**config.mk**
```make
export PLATFORM = sky130hd
export DESIGN_NAME = asfl_core
export DESIGN_NICKNAME = d
export VERILOG_FILES = /design/src/asfl_pkg.sv /design/src/asfl_core.sv
export SDC_FILE = /design/constraint.sdc
export NUM_CORES = 1
export LEC_CHECK = 0
export BUFFER_PORTS_ARGS = -buffer_cell sky130_fd_sc_hd__buf_2
export CAP_MARGIN = 20
export CORE_MARGIN = 5
export CORE_UTILIZATION = 57
export DETAILED_ROUTE_END_ITERATION = 10
export PLACE_DENSITY = 0.8
export SKIP_CTS_REPAIR_TIMING = 1
export SYNTH_ARGS = -nofsm -noshare
export SYNTH_HDL_FRONTEND = slang
export SYNTH_SLANG_ARGS = --single-unit
```
**constraint.sdc**
```tcl
create_clock -name I_CLK_SYS -period 2.2 [get_ports I_CLK_SYS]
set_input_delay 0.22 -clock I_CLK_SYS [delete_from_list [all_inputs] [get_ports I_CLK_SYS]]
set_output_delay 0.22 -clock I_CLK_SYS [all_outputs]
set_load 0.005 [all_outputs]
```
**src/asfl_pkg.sv**
```systemverilog
package asfl_pkg;
    // register indices; the bus byte address is four times the index
    localparam logic [7:0]  IDX_CTRL_ONE = 8'h13;
    localparam logic [7:0]  IDX_CTRL_TWO = 8'h14;
    localparam logic [7:0]  IDX_STATUS   = 8'h16;
    localparam logic [7:0]  IDX_DATA     = 8'h17;
    localparam logic [7:0]  CTRL_RST     = 8'h00;
    localparam logic [8:0]  DATA_RST     = 9'h000;
    localparam logic [31:0] RD_ZERO      = 32'h0000_0000;
    // ctrl_one field positions
    localparam int C1_LOOP     = 7;
    localparam int C1_MOD_ON   = 6;
    localparam int C1_FLIP     = 5;
    localparam int C1_LONG     = 4;
    localparam int C1_WAKE_ADR = 3;
    localparam int C1_QSTART   = 2;
    localparam int C1_PAR_ON   = 1;
    localparam int C1_PAR_ODD  = 0;
    // ctrl_two field positions
    localparam int C2_TXE_EN   = 7;
    localparam int C2_TXD_EN   = 6;
    localparam int C2_RXF_EN   = 5;
    localparam int C2_QT_EN    = 4;
    localparam int C2_TX_ON    = 3;
    localparam int C2_RX_ON    = 2;
    localparam int C2_STANDBY  = 1;
    localparam int C2_BREAK    = 0;
    // status field positions
    localparam int ST_TX_EMPTY = 7;
    localparam int ST_TX_DONE  = 6;
    localparam int ST_RX_FULL  = 5;
    localparam int ST_QUIET    = 4;
    localparam int ST_FRM_ERR  = 1;
    localparam int ST_PAR_ERR  = 0;
    // frame lengths in bit times
    localparam logic [3:0]  FRAME_SHORT  = 4'ha;
    localparam logic [3:0]  FRAME_LONG   = 4'hb;
    localparam logic [3:0]  TAIL_BITS    = 4'h1;
    localparam logic [3:0]  CNT_ZERO     = 4'h0;
    localparam logic [10:0] SH_ONES      = 11'h7ff;
    localparam logic [10:0] SH_ZERO      = 11'h000;
    typedef enum {TX_IDLE, TX_SEND} asfl_tx_e;
    typedef enum {RX_IDLE, RX_BITS} asfl_rx_e;
endpackage

```
**src/asfl_core.sv**
```systemverilog
`timescale 1ns/1ps
module asfl_core #(
    parameter int P_BIT_CYC = 104                 // system clocks per serial bit
)(
    input  wire logic        I_CLK_SYS,           // system clock, 200 MHz
    input  wire logic        I_RST_B,             // synchronous reset, active low
    input  wire logic        I_PSEL,              // apb select
    input  wire logic        I_PENABLE,           // apb access phase
    input  wire logic        I_PWRITE,            // apb direction, high = write
    input  wire logic [9:0]  I_PADDR,             // apb byte address
    input  wire logic [31:0] I_PWDATA,            // apb write data
    input  wire logic        I_RXD,               // serial input pin
    output logic             O_PREADY,            // apb ready, always high
    output logic             O_PSLVERR,           // apb error on unmapped address
    output logic      [31:0] O_PRDATA,            // apb read data
    output logic             O_TXD,               // serial output pin
    output logic             O_TX_IRQ,            // transmitter interrupt request
    output logic             O_RX_IRQ             // receiver interrupt request
);
    localparam int              TW       = $clog2(P_BIT_CYC + 1);
    localparam logic [TW-1:0]   BIT_LAST = TW'(P_BIT_CYC - 1);
    localparam logic [TW-1:0]   BIT_HALF = TW'(P_BIT_CYC / 2);
    localparam logic [TW-1:0]   TMR_ZERO = TW'(0);

    logic [7:0]  ctrl_one_q, ctrl_two_q, ctrl_two_d, status;
    logic [8:0]  txbuf_q, tx_char, rx_data_q, rx_char;
    logic [10:0] tx_sh_q, ld_sh, rx_sh_q, rx_nsh;
    logic [3:0]  tx_bits_q, ld_cnt, rx_cnt_q, rx_qcnt_q, frame_len;
    logic [TW-1:0] tx_tmr_q, rx_tmr_q;
    logic [31:0] prdata_q, rd_mux;
    asfl_pkg::asfl_tx_e tx_st_q;
    asfl_pkg::asfl_rx_e rx_st_q;
    logic loop_on, module_on, flip, char_len, wake_sel, quiet_sel, par_on, par_odd;
    logic txe_en, txd_en, rxf_en, qt_en, tx_on, rx_on, standby, send_break_ctl;
    logic acc, sel_c1, sel_c2, sel_st, sel_dt, mapped, wr, rd_dat;
    logic tx_empty_q, tx_pre_q, tx_tail_q, tx_on_prev_q, txd_q, tx_done, tx_raw;
    logic tx_tick, tx_free, tx_go, ld_brk, ld_tail, ld_pre, ld_dat, ld_any;
    logic rx_line, rx_live, rx_tick, rx_start, rx_done, rx_false, rx_prev_q;
    logic rx_msb, rx_perr, rx_store, addr_wake, idle_wake, wake, q_ok, q_hit, idle_set;
    logic rx_full_q, idle_q, perr_q, ferr_q, idle_arm_q;

    // control field views
    assign loop_on   = ctrl_one_q[asfl_pkg::C1_LOOP];
    assign module_on = ctrl_one_q[asfl_pkg::C1_MOD_ON];
    assign flip      = ctrl_one_q[asfl_pkg::C1_FLIP];
    assign char_len  = ctrl_one_q[asfl_pkg::C1_LONG];
    assign wake_sel  = ctrl_one_q[asfl_pkg::C1_WAKE_ADR];
    assign quiet_sel = ctrl_one_q[asfl_pkg::C1_QSTART];
    assign par_on    = ctrl_one_q[asfl_pkg::C1_PAR_ON];
    assign par_odd   = ctrl_one_q[asfl_pkg::C1_PAR_ODD];
    assign txe_en    = ctrl_two_q[asfl_pkg::C2_TXE_EN];
    assign txd_en    = ctrl_two_q[asfl_pkg::C2_TXD_EN];
    assign rxf_en    = ctrl_two_q[asfl_pkg::C2_RXF_EN];
    assign qt_en     = ctrl_two_q[asfl_pkg::C2_QT_EN];
    assign tx_on     = ctrl_two_q[asfl_pkg::C2_TX_ON];
    assign rx_on     = ctrl_two_q[asfl_pkg::C2_RX_ON];
    assign standby   = ctrl_two_q[asfl_pkg::C2_STANDBY];
    assign send_break_ctl       = ctrl_two_q[asfl_pkg::C2_BREAK];
    assign frame_len = char_len ? asfl_pkg::FRAME_LONG : asfl_pkg::FRAME_SHORT;

    // apb decode; zero wait states because read data is captured in setup
    assign sel_c1    = I_PADDR[9:2] == asfl_pkg::IDX_CTRL_ONE;
    assign sel_c2    = I_PADDR[9:2] == asfl_pkg::IDX_CTRL_TWO;
    assign sel_st    = I_PADDR[9:2] == asfl_pkg::IDX_STATUS;
    assign sel_dt    = I_PADDR[9:2] == asfl_pkg::IDX_DATA;
    assign mapped    = sel_c1 | sel_c2 | sel_st | sel_dt;
    assign acc       = I_PSEL & I_PENABLE;
    assign wr        = acc & I_PWRITE & mapped;
    assign rd_dat    = acc & ~I_PWRITE & sel_dt;
    assign O_PREADY  = 1'b1;
    assign O_PSLVERR = acc & ~mapped;
    assign O_PRDATA  = prdata_q;

    // status view and read mux
    always_comb
    begin
        status = asfl_pkg::CTRL_RST;
        status[asfl_pkg::ST_TX_EMPTY] = tx_empty_q;
        status[asfl_pkg::ST_TX_DONE]  = tx_done;
        status[asfl_pkg::ST_RX_FULL]  = rx_full_q;
        status[asfl_pkg::ST_QUIET]    = idle_q;
        status[asfl_pkg::ST_FRM_ERR]  = ferr_q;
        status[asfl_pkg::ST_PAR_ERR]  = perr_q;
        rd_mux = asfl_pkg::RD_ZERO;
        if (sel_c1)
            rd_mux[7:0] = ctrl_one_q;
        if (sel_c2)
            rd_mux[7:0] = ctrl_two_q;
        if (sel_st)
            rd_mux[7:0] = status;
        if (sel_dt)
            rd_mux[8:0] = rx_data_q;
    end

    // read data flop, loaded in the setup cycle
    always_ff @(posedge I_CLK_SYS)
    begin
        if (!I_RST_B)
            prdata_q <= asfl_pkg::RD_ZERO;
        else if (I_PSEL & ~I_PENABLE & ~I_PWRITE)
            prdata_q <= rd_mux;
    end

    // ctrl_one
    always_ff @(posedge I_CLK_SYS)
    begin
        if (!I_RST_B)
            ctrl_one_q <= asfl_pkg::CTRL_RST;
        else if (wr & sel_c1)
            ctrl_one_q <= I_PWDATA[7:0];
    end

    // ctrl_two; a wake clears standby, a write in the same cycle wins so software can re-arm
    always_comb
    begin
        ctrl_two_d = ctrl_two_q;
        if (wake)
            ctrl_two_d[asfl_pkg::C2_STANDBY] = 1'b0;
        if (wr & sel_c2)
            ctrl_two_d = I_PWDATA[7:0];
    end

    always_ff @(posedge I_CLK_SYS)
    begin
        if (!I_RST_B)
            ctrl_two_q <= asfl_pkg::CTRL_RST;
        else
            ctrl_two_q <= ctrl_two_d;
    end

    // transmit buffer and empty flag; the hardware set beats a data write
    always_ff @(posedge I_CLK_SYS)
    begin
        if (!I_RST_B)
            txbuf_q <= asfl_pkg::DATA_RST;
        else if (wr & sel_dt)
            txbuf_q <= I_PWDATA[8:0];
    end

    always_ff @(posedge I_CLK_SYS)
    begin
        if (!I_RST_B)
            tx_empty_q <= 1'b1;
        else if (ld_dat | ~module_on)
            tx_empty_q <= 1'b1;
        else if (wr & sel_dt)
            tx_empty_q <= 1'b0;
    end

    // load decision; deciding in the last bit cycle keeps frames back to back
    assign tx_tick = tx_tmr_q == BIT_LAST;
    assign tx_free = (tx_st_q == asfl_pkg::TX_IDLE) | (tx_tick & (tx_bits_q == asfl_pkg::TAIL_BITS));
    assign tx_go   = tx_free & tx_on & module_on;
    assign ld_brk  = tx_go & send_break_ctl;
    assign ld_tail = tx_go & ~send_break_ctl & tx_tail_q;
    assign ld_pre  = tx_go & ~send_break_ctl & ~tx_tail_q & tx_pre_q;
    assign ld_dat  = tx_go & ~send_break_ctl & ~tx_tail_q & ~tx_pre_q & ~tx_empty_q;
    assign ld_any  = ld_brk | ld_tail | ld_pre | ld_dat;
    assign tx_raw  = (tx_st_q == asfl_pkg::TX_SEND) ? tx_sh_q[0] : 1'b1;
    assign tx_done = ~module_on | (tx_empty_q & (tx_st_q == asfl_pkg::TX_IDLE)
                     & ~tx_pre_q & ~tx_tail_q & ~(send_break_ctl & tx_on));

    // frame image, start bit in bit 0
    always_comb
    begin
        tx_char = txbuf_q;
        if (par_on & char_len)
            tx_char[8] = ^txbuf_q[7:0] ^ par_odd;
        else if (par_on)
            tx_char[7] = ^txbuf_q[6:0] ^ par_odd;
        if (ld_brk)
            ld_sh = asfl_pkg::SH_ZERO;
        else if (ld_dat & char_len)
            ld_sh = {1'b1, tx_char, 1'b0};
        else if (ld_dat)
            ld_sh = {2'b11, tx_char[7:0], 1'b0};
        else
            ld_sh = asfl_pkg::SH_ONES;
        ld_cnt = ld_tail ? asfl_pkg::TAIL_BITS : frame_len;
    end

    // transmit shifter; module off aborts at once
    always_ff @(posedge I_CLK_SYS)
    begin
        if (!I_RST_B || !module_on)
        begin
            tx_st_q   <= asfl_pkg::TX_IDLE;
            tx_sh_q   <= asfl_pkg::SH_ONES;
            tx_bits_q <= asfl_pkg::CNT_ZERO;
            tx_tmr_q  <= TMR_ZERO;
        end
        else if (ld_any)
        begin
            tx_st_q   <= asfl_pkg::TX_SEND;
            tx_sh_q   <= ld_sh;
            tx_bits_q <= ld_cnt;
            tx_tmr_q  <= TMR_ZERO;
        end
        else if (tx_st_q == asfl_pkg::TX_SEND)
        begin
            tx_tmr_q <= tx_tick ? TMR_ZERO : tx_tmr_q + 1'b1;
            if (tx_tick && tx_bits_q == asfl_pkg::TAIL_BITS)
                tx_st_q <= asfl_pkg::TX_IDLE;
            if (tx_tick)
            begin
                tx_sh_q   <= {1'b1, tx_sh_q[10:1]};
                tx_bits_q <= tx_bits_q - 4'h1;
            end
        end
    end

    // pending preamble and post-break high bit; a new request beats its own consume
    always_ff @(posedge I_CLK_SYS)
    begin
        if (!I_RST_B || !module_on)
        begin
            tx_on_prev_q <= 1'b0;
            tx_pre_q     <= 1'b0;
            tx_tail_q    <= 1'b0;
        end
        else
        begin
            tx_on_prev_q <= tx_on;
            if (tx_on & ~tx_on_prev_q)
                tx_pre_q <= 1'b1;
            else if (ld_pre | ld_brk)
                tx_pre_q <= 1'b0;
            if (ld_brk)
                tx_tail_q <= 1'b1;
            else if (ld_tail)
                tx_tail_q <= 1'b0;
        end
    end

    // pin flop; inversion covers idle too
    always_ff @(posedge I_CLK_SYS)
    begin
        if (!I_RST_B)
            txd_q <= 1'b1;
        else
            txd_q <= tx_raw ^ flip;
    end
    assign O_TXD = txd_q;

    // receiver input and frame decode
    assign rx_line   = loop_on ? tx_raw : I_RXD;
    assign rx_live   = rx_on & module_on;
    assign rx_tick   = rx_tmr_q == TMR_ZERO;
    assign rx_start  = (rx_st_q == asfl_pkg::RX_IDLE) & rx_live & rx_prev_q & ~rx_line;
    assign rx_nsh    = {rx_line, rx_sh_q[10:1]};
    assign rx_done   = (rx_st_q == asfl_pkg::RX_BITS) & rx_tick & (rx_cnt_q == asfl_pkg::TAIL_BITS);
    assign rx_false  = (rx_st_q == asfl_pkg::RX_BITS) & rx_tick & (rx_cnt_q == frame_len) & rx_line;
    assign rx_char   = char_len ? rx_nsh[9:1] : {rx_nsh[9], rx_nsh[9:2]};
    assign rx_msb    = rx_nsh[9];
    assign rx_perr   = par_on & ((char_len ? ^rx_nsh[9:1] : ^rx_nsh[9:2]) ^ par_odd);
    assign addr_wake = rx_done & standby & wake_sel & rx_msb;
    assign rx_store  = rx_done & (~standby | addr_wake);

    // receive sampler; timer also free-runs in idle to pace the quiet count
    always_ff @(posedge I_CLK_SYS)
    begin
        if (!I_RST_B || !rx_live)
        begin
            rx_st_q  <= asfl_pkg::RX_IDLE;
            rx_tmr_q <= BIT_LAST;
            rx_cnt_q <= asfl_pkg::CNT_ZERO;
            rx_sh_q  <= asfl_pkg::SH_ONES;
        end
        else if (rx_start)
        begin
            rx_st_q  <= asfl_pkg::RX_BITS;
            rx_tmr_q <= BIT_HALF;
            rx_cnt_q <= frame_len;
        end
        else
        begin
            rx_tmr_q <= rx_tick ? BIT_LAST : rx_tmr_q - 1'b1;
            if (rx_st_q == asfl_pkg::RX_BITS && rx_tick)
            begin
                rx_sh_q  <= rx_nsh;
                rx_cnt_q <= rx_cnt_q - 4'h1;
            end
            if (rx_done | rx_false)
                rx_st_q <= asfl_pkg::RX_IDLE;
        end
    end

    always_ff @(posedge I_CLK_SYS)
    begin
        if (!I_RST_B)
            rx_prev_q <= 1'b1;
        else
            rx_prev_q <= rx_line;
    end

    // quiet counter; with the after-stop choice ones inside a frame never count
    assign q_ok      = (rx_st_q == asfl_pkg::RX_IDLE) | ~quiet_sel;
    assign q_hit     = rx_live & rx_tick & rx_line & q_ok & (rx_qcnt_q != frame_len)
                       & (rx_qcnt_q + 4'h1 == frame_len);
    assign idle_wake = q_hit & standby & ~wake_sel;
    assign wake      = addr_wake | idle_wake;
    assign idle_set  = q_hit & ~standby & idle_arm_q;

    always_ff @(posedge I_CLK_SYS)
    begin
        if (!I_RST_B || !rx_live || rx_start)
            rx_qcnt_q <= asfl_pkg::CNT_ZERO;
        else if (rx_tick && rx_line && q_ok && rx_qcnt_q != frame_len)
            rx_qcnt_q <= rx_qcnt_q + 4'h1;
        else if (rx_tick && !(rx_line && q_ok))
            rx_qcnt_q <= asfl_pkg::CNT_ZERO;
    end

    // receiver flags; a hardware set beats the data-read clear; rx-on does not touch them
    always_ff @(posedge I_CLK_SYS)
    begin
        if (!I_RST_B)
        begin
            rx_full_q  <= 1'b0;
            idle_q     <= 1'b0;
            perr_q     <= 1'b0;
            ferr_q     <= 1'b0;
            idle_arm_q <= 1'b0;
            rx_data_q  <= asfl_pkg::DATA_RST;
        end
        else
        begin
            rx_full_q  <= rx_store | (rx_full_q & ~rd_dat);
            idle_q     <= idle_set | (idle_q & ~rd_dat);
            perr_q     <= (rx_store & rx_perr) | (perr_q & ~rd_dat);
            ferr_q     <= (rx_store & ~rx_line) | (ferr_q & ~rd_dat);
            idle_arm_q <= rx_store | (idle_arm_q & ~idle_set);
            if (rx_store)
                rx_data_q <= rx_char;
        end
    end

    // interrupt requests, level outputs
    assign O_TX_IRQ = module_on & ((tx_empty_q & txe_en) | (tx_done & txd_en));
    assign O_RX_IRQ = ~standby & ((rx_full_q & rxf_en) | (idle_q & qt_en));
endmodule

```
== Word-level counts from Yosys, hierarchy flattened ==
Index checks and enable logic that the tools add are counted.

* $lt $le $gt $ge: 0
* Div/mod/pow operators: 0
* Shift operators: 0
* Mux-type cells: 40
* Bitwise gates (word level): 107
* Add/subtract/negate cells: 5
* Reductions and logical operators: 36
* Multipliers: 0
* Eq/ne operators: 10

{| class="wikitable"
|+ Operator list
! kind !! count
|-
| $and 1x1->1 || 64
|-
| $logic_not 32->1 || 2
|-
| $mux 11 || 4
|-
| $eq 8x5->1 const B || 4
|-
| $mux 4 || 8
|-
| $mux 8 || 4
|-
| $mux 7 || 3
|-
| $or 1x1->1 || 21
|-
| $mux 9 || 2
|-
| $not 1->1 || 18
|-
| $reduce_bool 2->1 || 9
|-
| $mux 1 || 17
|-
| $reduce_xor 8->1 || 2
|-
| $mux 10 || 1
|-
| $reduce_xor 9->1 || 1
|-
| $eq 4x1->1 const B || 2
|-
| $eq 4x4->1 || 2
|-
| $sub 4x1->4 const B || 2
|-
| $add 7x1->7 const B || 1
|-
| $eq 7x7->1 const B || 1
|-
| $logic_and 1x1->1 || 7
|-
| $logic_not 7->1 || 1
|-
| $reduce_xor 7->1 || 1
|-
| $sub 7x1->7 const B || 1
|-
| other kinds (9) || 20
|}

* Register bits after elaboration: 104
* ROM bits: 0
* Memories: 0
* Latch bits: 0
* Input port bits: 48
* Logic and storage cells: 225
* Bits in writable memories: 0

== Depth between registers and ports, before layout ==
Gate-level depths: netlist of the first run.

* Depth after elaboration: 13
* Gate-level depth with buffers: 8

== Least setup slack after synthesis of the first run ==
OpenSTA, ideal clock, no wires.

* Kind: register to register
* Start point: register tx_tmr_q[0]
* End point: register tx_sh_q[6]
* Library setup time: 0.123 ns
* Period minus slack after synthesis: 1.963 ns
* Path buffers: 1
* Path slack: 0.237 ns
* Cell stages (with the launch flop): 8
* Arrival time: 1.840 ns
* Cell sequence: dfxtp_1 -> ha_1 -> nand4b_2 -> o41ai_4 -> nand2_2 -> buf_2 -> a221oi_1 -> nor2_1

* Word-level cells in the longest chain between the ends: 13
* Elaborated cells on any way between the ends: 23

{| class="wikitable"
|+ Ends and longest elaborated chain
! what !! line !! RTL
|-
| start: declaration || asfl_core.sv:29 || <nowiki>logic [TW-1:0] tx_tmr_q, rx_tmr_q;</nowiki>
|-
| start signal: assignment || asfl_core.sv:201 || <nowiki>tx_tmr_q <= tx_tick ? TMR_ZERO : tx_tmr_q + 1'b1;</nowiki>
|-
| $eq 7x7->1 * || asfl_core.sv:151 || <nowiki>assign tx_tick = tx_tmr_q == BIT_LAST;</nowiki>
|-
| $and 1x1->1 || asfl_core.sv:152 || <nowiki>assign tx_free = (tx_st_q == asfl_pkg::TX_IDLE) | (tx_tick & (tx_bits_q == asfl_pkg::TAIL_BITS));</nowiki>
|-
| $or 1x1->1 || asfl_core.sv:152 ||
|-
| $and 1x1->1 (2 in a row) || asfl_core.sv:153 || <nowiki>assign tx_go = tx_free & tx_on & module_on;</nowiki>
|-
| $and 1x1->1 || asfl_core.sv:155, asfl_core.sv:156, asfl_core.sv:157 ||
|-
| $and 1x1->1 || asfl_core.sv:156, asfl_core.sv:157 ||
|-
| $and 1x1->1 (2 in a row) || asfl_core.sv:157 || <nowiki>assign ld_dat = tx_go & ~send_break_ctl & ~tx_tail_q & ~tx_pre_q & ~tx_empty_q;</nowiki>
|-
| $mux 9 / $and 1x1->1 (equally long branches) || asfl_core.sv:175, asfl_core.sv:173 ||
|-
| $mux 10 || asfl_core.sv:173 || <nowiki>else if (ld_dat & char_len)</nowiki>
|-
| $mux 11 || asfl_core.sv:171 || <nowiki>if (ld_brk)</nowiki>
|-
| $mux 11 || asfl_core.sv:192 || <nowiki>else if (ld_any)</nowiki>
|-
| end signal: assignment || asfl_core.sv:188 || <nowiki>tx_sh_q <= asfl_pkg::SH_ONES;</nowiki>
|-
| end signal: assignment || asfl_core.sv:195 || <nowiki>tx_sh_q <= ld_sh;</nowiki>
|-
| end signal: assignment || asfl_core.sv:206 || <nowiki>tx_sh_q <= {1'b1, tx_sh_q[10:1]};</nowiki>
|-
| end: declaration || asfl_core.sv:27 || <nowiki>logic [10:0] tx_sh_q, ld_sh, rx_sh_q, rx_nsh;</nowiki>
|}

Every way passes the cells marked *; elsewhere a longest branch is shown, timed or not.
A chain may end at the register's enable or synchronous reset.

== Worst setup path after layout of the first run ==
* Start point: register tx_tmr_q[0]
* End point: register tx_sh_q[9]

* Word-level cells in the longest chain between the ends: 13
* Elaborated cells on any way between the ends: 22

{| class="wikitable"
|+ Ends and longest elaborated chain
! what !! line
|-
| $eq 7x7->1 * || asfl_core.sv:151
|-
| $and 1x1->1 || asfl_core.sv:152
|-
| $or 1x1->1 || asfl_core.sv:152
|-
| $and 1x1->1 (2 in a row) || asfl_core.sv:153
|-
| $and 1x1->1 || asfl_core.sv:155, asfl_core.sv:156, asfl_core.sv:157
|-
| $and 1x1->1 || asfl_core.sv:156, asfl_core.sv:157
|-
| $and 1x1->1 (2 in a row) || asfl_core.sv:157
|-
| $and 1x1->1 || asfl_core.sv:173
|-
| $mux 10 || asfl_core.sv:173
|-
| $mux 11 || asfl_core.sv:171
|-
| $mux 11 || asfl_core.sv:192
|}

Marks and branches as above.

==> results of run 1 <==
layer usage:
metal,wire length [µm],part of all wire [%],track usage [%]
met2,5530,49,34.9
met5,0,0,0
met3,462,4.1,3.79
met1,5030,45,25.1
met4,186,1.7,7.03
flip-flops by register name, indices dropped and copies added, names as in the netlist, 4 cells and up:
name,flops
O_PRDATA,9
ctrl_one_q,8
ctrl_two_q,8
rx_cnt_q,4
rx_data_q,9
rx_qcnt_q,4
rx_sh_q,9
rx_tmr_q,7
tx_bits_q,4
tx_sh_q,11
tx_tmr_q,7
txbuf_q,9
cells in the mapped netlist, drive strengths merged (4+ instances only):
library cell    n
and2            7
nand3           9
o211a           8
xnor2          25
nor4            6
clkbuf         19
nand2          43
and3            6
mux2i          55
nor2           47
nor3            7
nand4           6
o21ai          15
inv            13
xor2            8
o21a            4
ha              8
a21oi          14
dfxtp         102
buf            32
a211oi          4
nor2b          37
o22ai           5
a221oi          7
a22oi          12
nand2b          8
worst paths after layout:
path / start / end / cells past startpoint
setup / recovery: tx_tmr_q[0]$_SDFFE_PP0P_ / tx_sh_q[9]$_SDFFE_PP1P_ / 6
hold / removal: I_RST_B / rx_prev_q$_SDFF_PN1_ / 2
hold reg to reg: O_PRDATA[6]$_SDFFE_PN0P_ / O_PRDATA[6]$_SDFFE_PN0P_ / 2
setup reg to reg: tx_tmr_q[0]$_SDFFE_PP0P_ / tx_sh_q[9]$_SDFFE_PP1P_ / 6
power breakdown:
group / switching (mW) / internal (mW)
combinational: 0.0633 / 0.0402
clock: 0.643 / 0.644
sequential: 0.00108 / 1.85
stage by stage:
stage / util (%) / setup slack [ns]
2_1_floorplan: - / 0.237
3_3_place_gp: 61.3 / 0.177
3_5_place_dp: 61.3 / 0.148
4_1_cts: 63.7 / 0.128
5_1_grt: 63.8 / 0.00568
6_report: 63.8 / 0.110
layout by cell type (no fill, tap or decap), types with 14 or more instances in the layout:
| cell type | Yosys | layout |
|---|---|---|
| a21oi_1 | 14 | 14 |
| o21ai_0 | 15 | 15 |
| xnor2_1 | 25 | 25 |
| conb_1 | 2 | 24 |
| dfxtp_1 | 102 | 102 |
| nor2b_1 | 37 | 37 |
| nor2_1 | 47 | 47 |
| nand2_1 | 42 | 42 |
| mux2i_1 | 55 | 55 |
| buf_4 | 25 | 16 |
| buf_2 | 5 | 35 |
cell families after synthesis:
group | synth area share, %
xor+xnor | 6.47
simple gates | 20.1
fa+ha+maj | 1.93
compound gates | 14.7
other cells | 0.145
mux | 10.6
flops | 39.4
buf+inv | 6.71
cell type report:
type / instances / area [µm²] / area share [%]
Multi-Input combinational cell: 414 / 2880 / 51.3
Sequential cell: 102 / 2040 / 36.3
Timing Repair Buffer: 51 / 295 / 5.26
Tap cell: 108 / 135 / 2.41
Clock buffer: 11 / 131 / 2.34
Clock inverter: 5 / 83.8 / 1.49
Inverter: 13 / 48.8 / 0.869
critical path, cell delays in order, from the launching register on:
cell and delay [ns]:
dfxtp_1 0.38, ha_1 0.21, nand4b_2 0.20, o32a_1 0.39
a211o_1 0.40, o32ai_1 0.33, a21oi_1 0.06
==> metrics.md, run 1 <==
| Metric | Value |
|---|---|
| Result of the run | finished clean |
| Die extent in x | 105 µm |
| Pin count of the biggest net entering global routing | 52 |
| Count of cell types in the netlist | 67 |
| Iteration count of the initial detailed-routing pass | 4 |
| Number of design-rule violations left by the first detailed-router iteration | 172 |
| Biggest area consumer among synthesized cells | dfxtp_1 |
| Via count of the routed design | 4,037 |
| Register bit count reported by yosys | 102 |
| Core area | 0.00881 mm² |
| Worst-case headroom to the max-slew limit | 62.9% |
| ANT nets after route | 0 |
| Predominant post-synthesis flop cell | dfxtp_1 |
| Highest clock frequency the design can meet | 478 MHz |
| Count of input and output buffers | 35 |
| Number of instances in the synthesized netlist | 558 |
| Mapped Area | 0.00518 mm² |
| Final setup viols | 0 |
| Most area-consuming cells after synthesis | dfxtp_1 39%, mux2i_1 11%, nor2b_1 4.5% |
| Leakage Power | 2.37 nW |
| Post-route design area | 0.00562 mm² |
| CP max FO | 9 |
| Slew of the pin with the lowest slew margin | 0.552 ns |
| Sequential fraction of the synthesis area | 39.4% |
| Setup repair after global routing missed its margin | no |
| Average footprint of a synthesized cell | 9.29 µm² |
| Area of the die | 0.0111 mm² |
| Total Neg Setup Slack | 0 ns |
| Reg-to-reg slack, setup | 0.11 ns |
| Register clock-pin slew on the reported worst setup and hold paths | 0.09 ns |
| Placement Cell Area | 0.00540 mm² |
| Power consumption | 3.24 mW |
| Clock tree from TritonCTS | built |
| Number of hold-slack violations in the final timing report | 0 |
| Post-layout nets | 647 |
| Master cell of the clock root buffer | clkbuf_8 |
| Max-slew violations | 0 |
| Routed wirelength normalized by instance count | 15.9 µm |
| Starting utilization of the core area | 58.9% |
| Antenna violations before repair | 0 |
| Startpoint type of the worst setup path | flop |
| Residual DRC count | 0 |
| Synthesis Warnings | 0 |
| H-Tree Depth | 3 |
| CP endpoint kind | flop |
| Largest clock skew in the final design | 0.0137 ns |
| Cell Pwr Density | 576 mW/mm² |
| Floorplan die height | 105 µm |
| Fin crit share | 95.0% |
| Layout cell share with drive strength beyond 1 | 12.8% |
| Remaining Overflow, GRT | 0 |
| Global-route wire length before repair | 18,400 µm |
| Final wirelength | 11,200 µm |
| Minimum clock period | 2.09 ns |
| Synth async-reset ratio | 0% |
| EDFF count, synth | 0 |
| Hold WC Path Type | in -> reg |
| Clock latency at the later pin of the worst-skew pair | 0.37 ns |
| Worst Setup Path Type | reg -> reg |
| Number of maximum-capacitance violations | 0 |
| Largest vdd supply drop | 280 µV |
| WP data arrival | 2.35 ns |
| Post-Route Hold Slack | 0.0967 ns |
| Clock Tree Buf Depth | 2 |
| Core Rows | 34 |
| Layout fillers | 727 |
| Global-route total usage across every layer | 20.2% |
| Synth-to-Final Area Change | 8.40% |
| Via density per instance | 5.73 |
| Num CTS Buffers | 9 |
| Last weighted congestion value of the routability-driven placer | 0.843 |
| Via count of the first global-routing pass | 3,846 |
| Inst Count DP | 688 |
| Fin cells | 704 |
| # IOs | 85 |
| Total number of clock tree sinks | 102 |
| Post-synth top area share | 39.4% |
| Crit path required time | 2.46 ns |
| Half-perimeter wire length of the detailed placement result | 8240 µm |
| Number of antenna repair diodes | 0 |
Power figures use the tool's default switching activity.
==> run 2, diff against run 1 <==
Settings changed: CORE_UTILIZATION 57 to 59, CTS_BUF_LIST from default to sky130_fd_sc_hd__clkbuf_8, PLACE_DENSITY 0.8 to 0.83.
==> run 2 against run 1 <==
Net effect: clock skew decreased by 0.0013 ns; register-to-register slack worse by 0.02 ns; non-clock buffer count is the same; first-iteration DRC count increased by 30%; sequential share of layout area down 0.13 points; combinational power about the same; largest power group unchanged; utilization grew 1.5 points; total power rose by 1.8%; cell count unchanged.
==> metrics.md, run 2 (synthesis results as in run 1) <==
| Metric | Value |
|---|---|
| Worst Setup Path Type | reg -> reg |
| Slew of the pin with the lowest slew margin | 0.508 ns |
| Crit path setup slack, layout | 0.0880 ns |
| CP endpoint kind | flop |
| Net switching power of the design | 729 µW |
| Reg-to-reg slack, setup | 0.09 ns |
| Inst Count DP | 688 |
| Setup repair after global routing missed its margin | yes |
| Starting utilization of the core area | 60.0% |
| Iteration count of the initial detailed-routing pass | 4 |
| Hold WC Path Type | in -> reg |
| Antenna violations before repair | 0 |
| Switching part of the total | 22.1% |
| Flip-flop count of the largest register after layout | 11 |
| Largest vdd supply drop | 338 µV |
| Most used cells in the layout excluding fill and tap cells | 101 x dfxtp_1, 55 x mux2i_1, 47 x nor2_1, 42 x nand2_1, 37 x nor2b_1 |
| Logic depth of the worst register-to-register path | 6 |
| Core area | 0.00864 mm² |
| Final wirelength | 11,200 µm |
| Num CTS Buffers | 9 |
| Area of the die | 0.0108 mm² |
| Number of maximum-capacitance violations | 0 |
| Post-layout nets | 647 |
| Global Route met1 Usage | 25.6% |
| Register Area | 0.00204 mm² |
| Fin cells | 704 |
| ANT nets after route | 0 |
| Worst setup slack after placement | 0.124 ns |
| Clock Tree Buf Depth | 2 |
| Master cell of the clock root buffer | clkbuf_8 |
| CP max FO | 9 |
| Core Rows | 34 |
| Highest clock frequency the design can meet | 473 MHz |
| Final setup viols | 0 |
| Start point of the critical path | tx_tmr_q[1]$_SDFFE_PP0P_ |
| Max-slew violations | 0 |
| Die extent in x | 104 µm |
| Reg-to-Reg Start | tx_tmr_q[1]$_SDFFE_PP0P_ |
| H-Tree Depth | 3 |
| Total Neg Setup Slack | 0 ns |
| Number of antenna repair diodes | 0 |
| Floorplan die height | 104 µm |
| Leakage Power | 2.39 nW |
| # IOs | 85 |
| Routed wirelength normalized by instance count | 16.0 µm |
| Pin count of the biggest net entering global routing | 34 |
| Startpoint type of the worst setup path | flop |
| Largest register by flop count | tx_sh_q |
| Residual DRC count | 0 |
| Remaining Overflow, GRT | 0 |
| Crit Reg-Reg Endpoint | tx_sh_q[7]$_SDFFE_PP1P_ |
| Last weighted congestion value of the routability-driven placer | 0.808 |
| Result of the run | finished clean |
| Timing endpoint of the critical path | tx_sh_q[7]$_SDFFE_PP1P_ |
| Largest clock skew in the final design | 0.0124 ns |
| Post-route design area | 0.00564 mm² |
| Worst-case headroom to the max-slew limit | 66.0% |
| Via count of the first global-routing pass | 3,914 |
| Crit path required time | 2.45 ns |
| Half-perimeter wire length of the detailed placement result | 8180 µm |
| Cell internal pwr | 2.57 mW |
| Most common cell after layout, fill and taps aside | dfxtp_1 |
| WP data arrival | 2.36 ns |
| Multi-input gate area in the final layout | 0.00289 mm² |
| Met2 track utilization from global routing | 33.7% |
| Number of hold-slack violations in the final timing report | 0 |
| Register clock-pin slew on the reported worst setup and hold paths | 0.10 ns |
| Fin crit share | 96.0% |
| Post-Route Hold Slack | 0.136 ns |
| Global-route total usage across every layer | 20.3% |
| Layout cell share with drive strength beyond 1 | 13.4% |
| Reg power frac | 56.0% |
| Via density per instance | 5.86 |
| Met3 Use GR | 4.23% |
| Count of input and output buffers | 35 |
| Clock tree from TritonCTS | built |
| Minimum clock period | 2.11 ns |
| Clock latency at the later pin of the worst-skew pair | 0.36 ns |
| Placement Cell Area | 0.00540 mm² |
| Layout fillers | 683 |
| Combinational group share of total power | 3.2% |
| Share of total power in the clock network | 40.8% |
| Cell Pwr Density | 584 mW/mm² |
| Via count of the routed design | 4,127 |
| Global-route wire length before repair | 18,500 µm |
| Synth-to-Final Area Change | 8.86% |
| Most Used Layer, Global Route | met2 |
| Total number of clock tree sinks | 102 |
| Number of design-rule violations left by the first detailed-router iteration | 223 |
==> run 2: cell count changes in the layout (fill, tap and decap cells not counted) <==
cell	change
clkinvlp_4	-2
a211o_1	-1
clkbuf_8	+1
dfxtp_1	-1
clkinv_2	+1
a211o_4	+1
clkbuf_1	-2
inv_6	+2
dfxtp_2	+1
==> run 2: worst min-delay path by stage <==
stage	start	end	cells after the start
6_report	I_PWDATA[8]	txbuf_q[8]$_SDFFE_PN0P_	3
5_1_grt	I_PWDATA[8]	txbuf_q[8]$_SDFFE_PN0P_	3
4_1_cts	I_PWDATA[8]	txbuf_q[8]$_SDFFE_PN0P_	3
3_5_place_dp	tx_sh_q[1]$_SDFFE_PP1P_	tx_sh_q[1]$_SDFFE_PP1P_	2
3_3_place_gp	tx_sh_q[1]$_SDFFE_PP1P_	tx_sh_q[1]$_SDFFE_PP1P_	2
2_1_floorplan	I_PWDATA[1]	ctrl_two_q[1]$_SDFFE_PN0P_	2
==> run 2: stage by stage <==
stage	total power [mW]	util, %
after floorplan	1.98	-
after global placement	1.99	62.5
after detailed placement	1.99	62.5
after CTS	3.30	65.1
after global routing	3.39	65.3
final	3.30	65.3
==> run 2: power by group through the flow <==
stage / logic, mW / registers [mW] / clock network (mW)
finish: 0.105 / 1.85 / 1.34
global route: 0.114 / 1.85 / 1.43
CTS: 0.102 / 1.85 / 1.35
detailed placement: 0.102 / 1.89 / 0
global placement: 0.101 / 1.89 / 0
floorplan: 0.0910 / 1.89 / 0
==> run 2: worst max-delay path, cell delays in order (launching register included) <==
cell,delay [ns]
dfxtp_1,0.37
ha_1,0.22
nand4b_2,0.19
o32a_1,0.48
a211o_4,0.39
a221oi_1,0.26
nor2_1,0.09
==> run 2: final cells by class <==
class / count / area share [%]
Clock inverter: 6 / 1.62
Sequential cell: 102 / 36.2
Clock buffer: 10 / 2.44
Timing Repair Buffer: 51 / 5.23
Inverter: 13 / 0.865
Tap cell: 108 / 2.40
Multi-Input combinational cell: 414 / 51.2
==> run 2: per-layer routing <==
| metal | vias up | share of wire (%) |
|---|---|---|
| met5 | - | 0 |
| met4 | 0 | 2.4 |
| met3 | 23 | 4.6 |
| met2 | 102 | 49 |
| met1 | 2006 | 44 |
| li1 | 1996 | - |
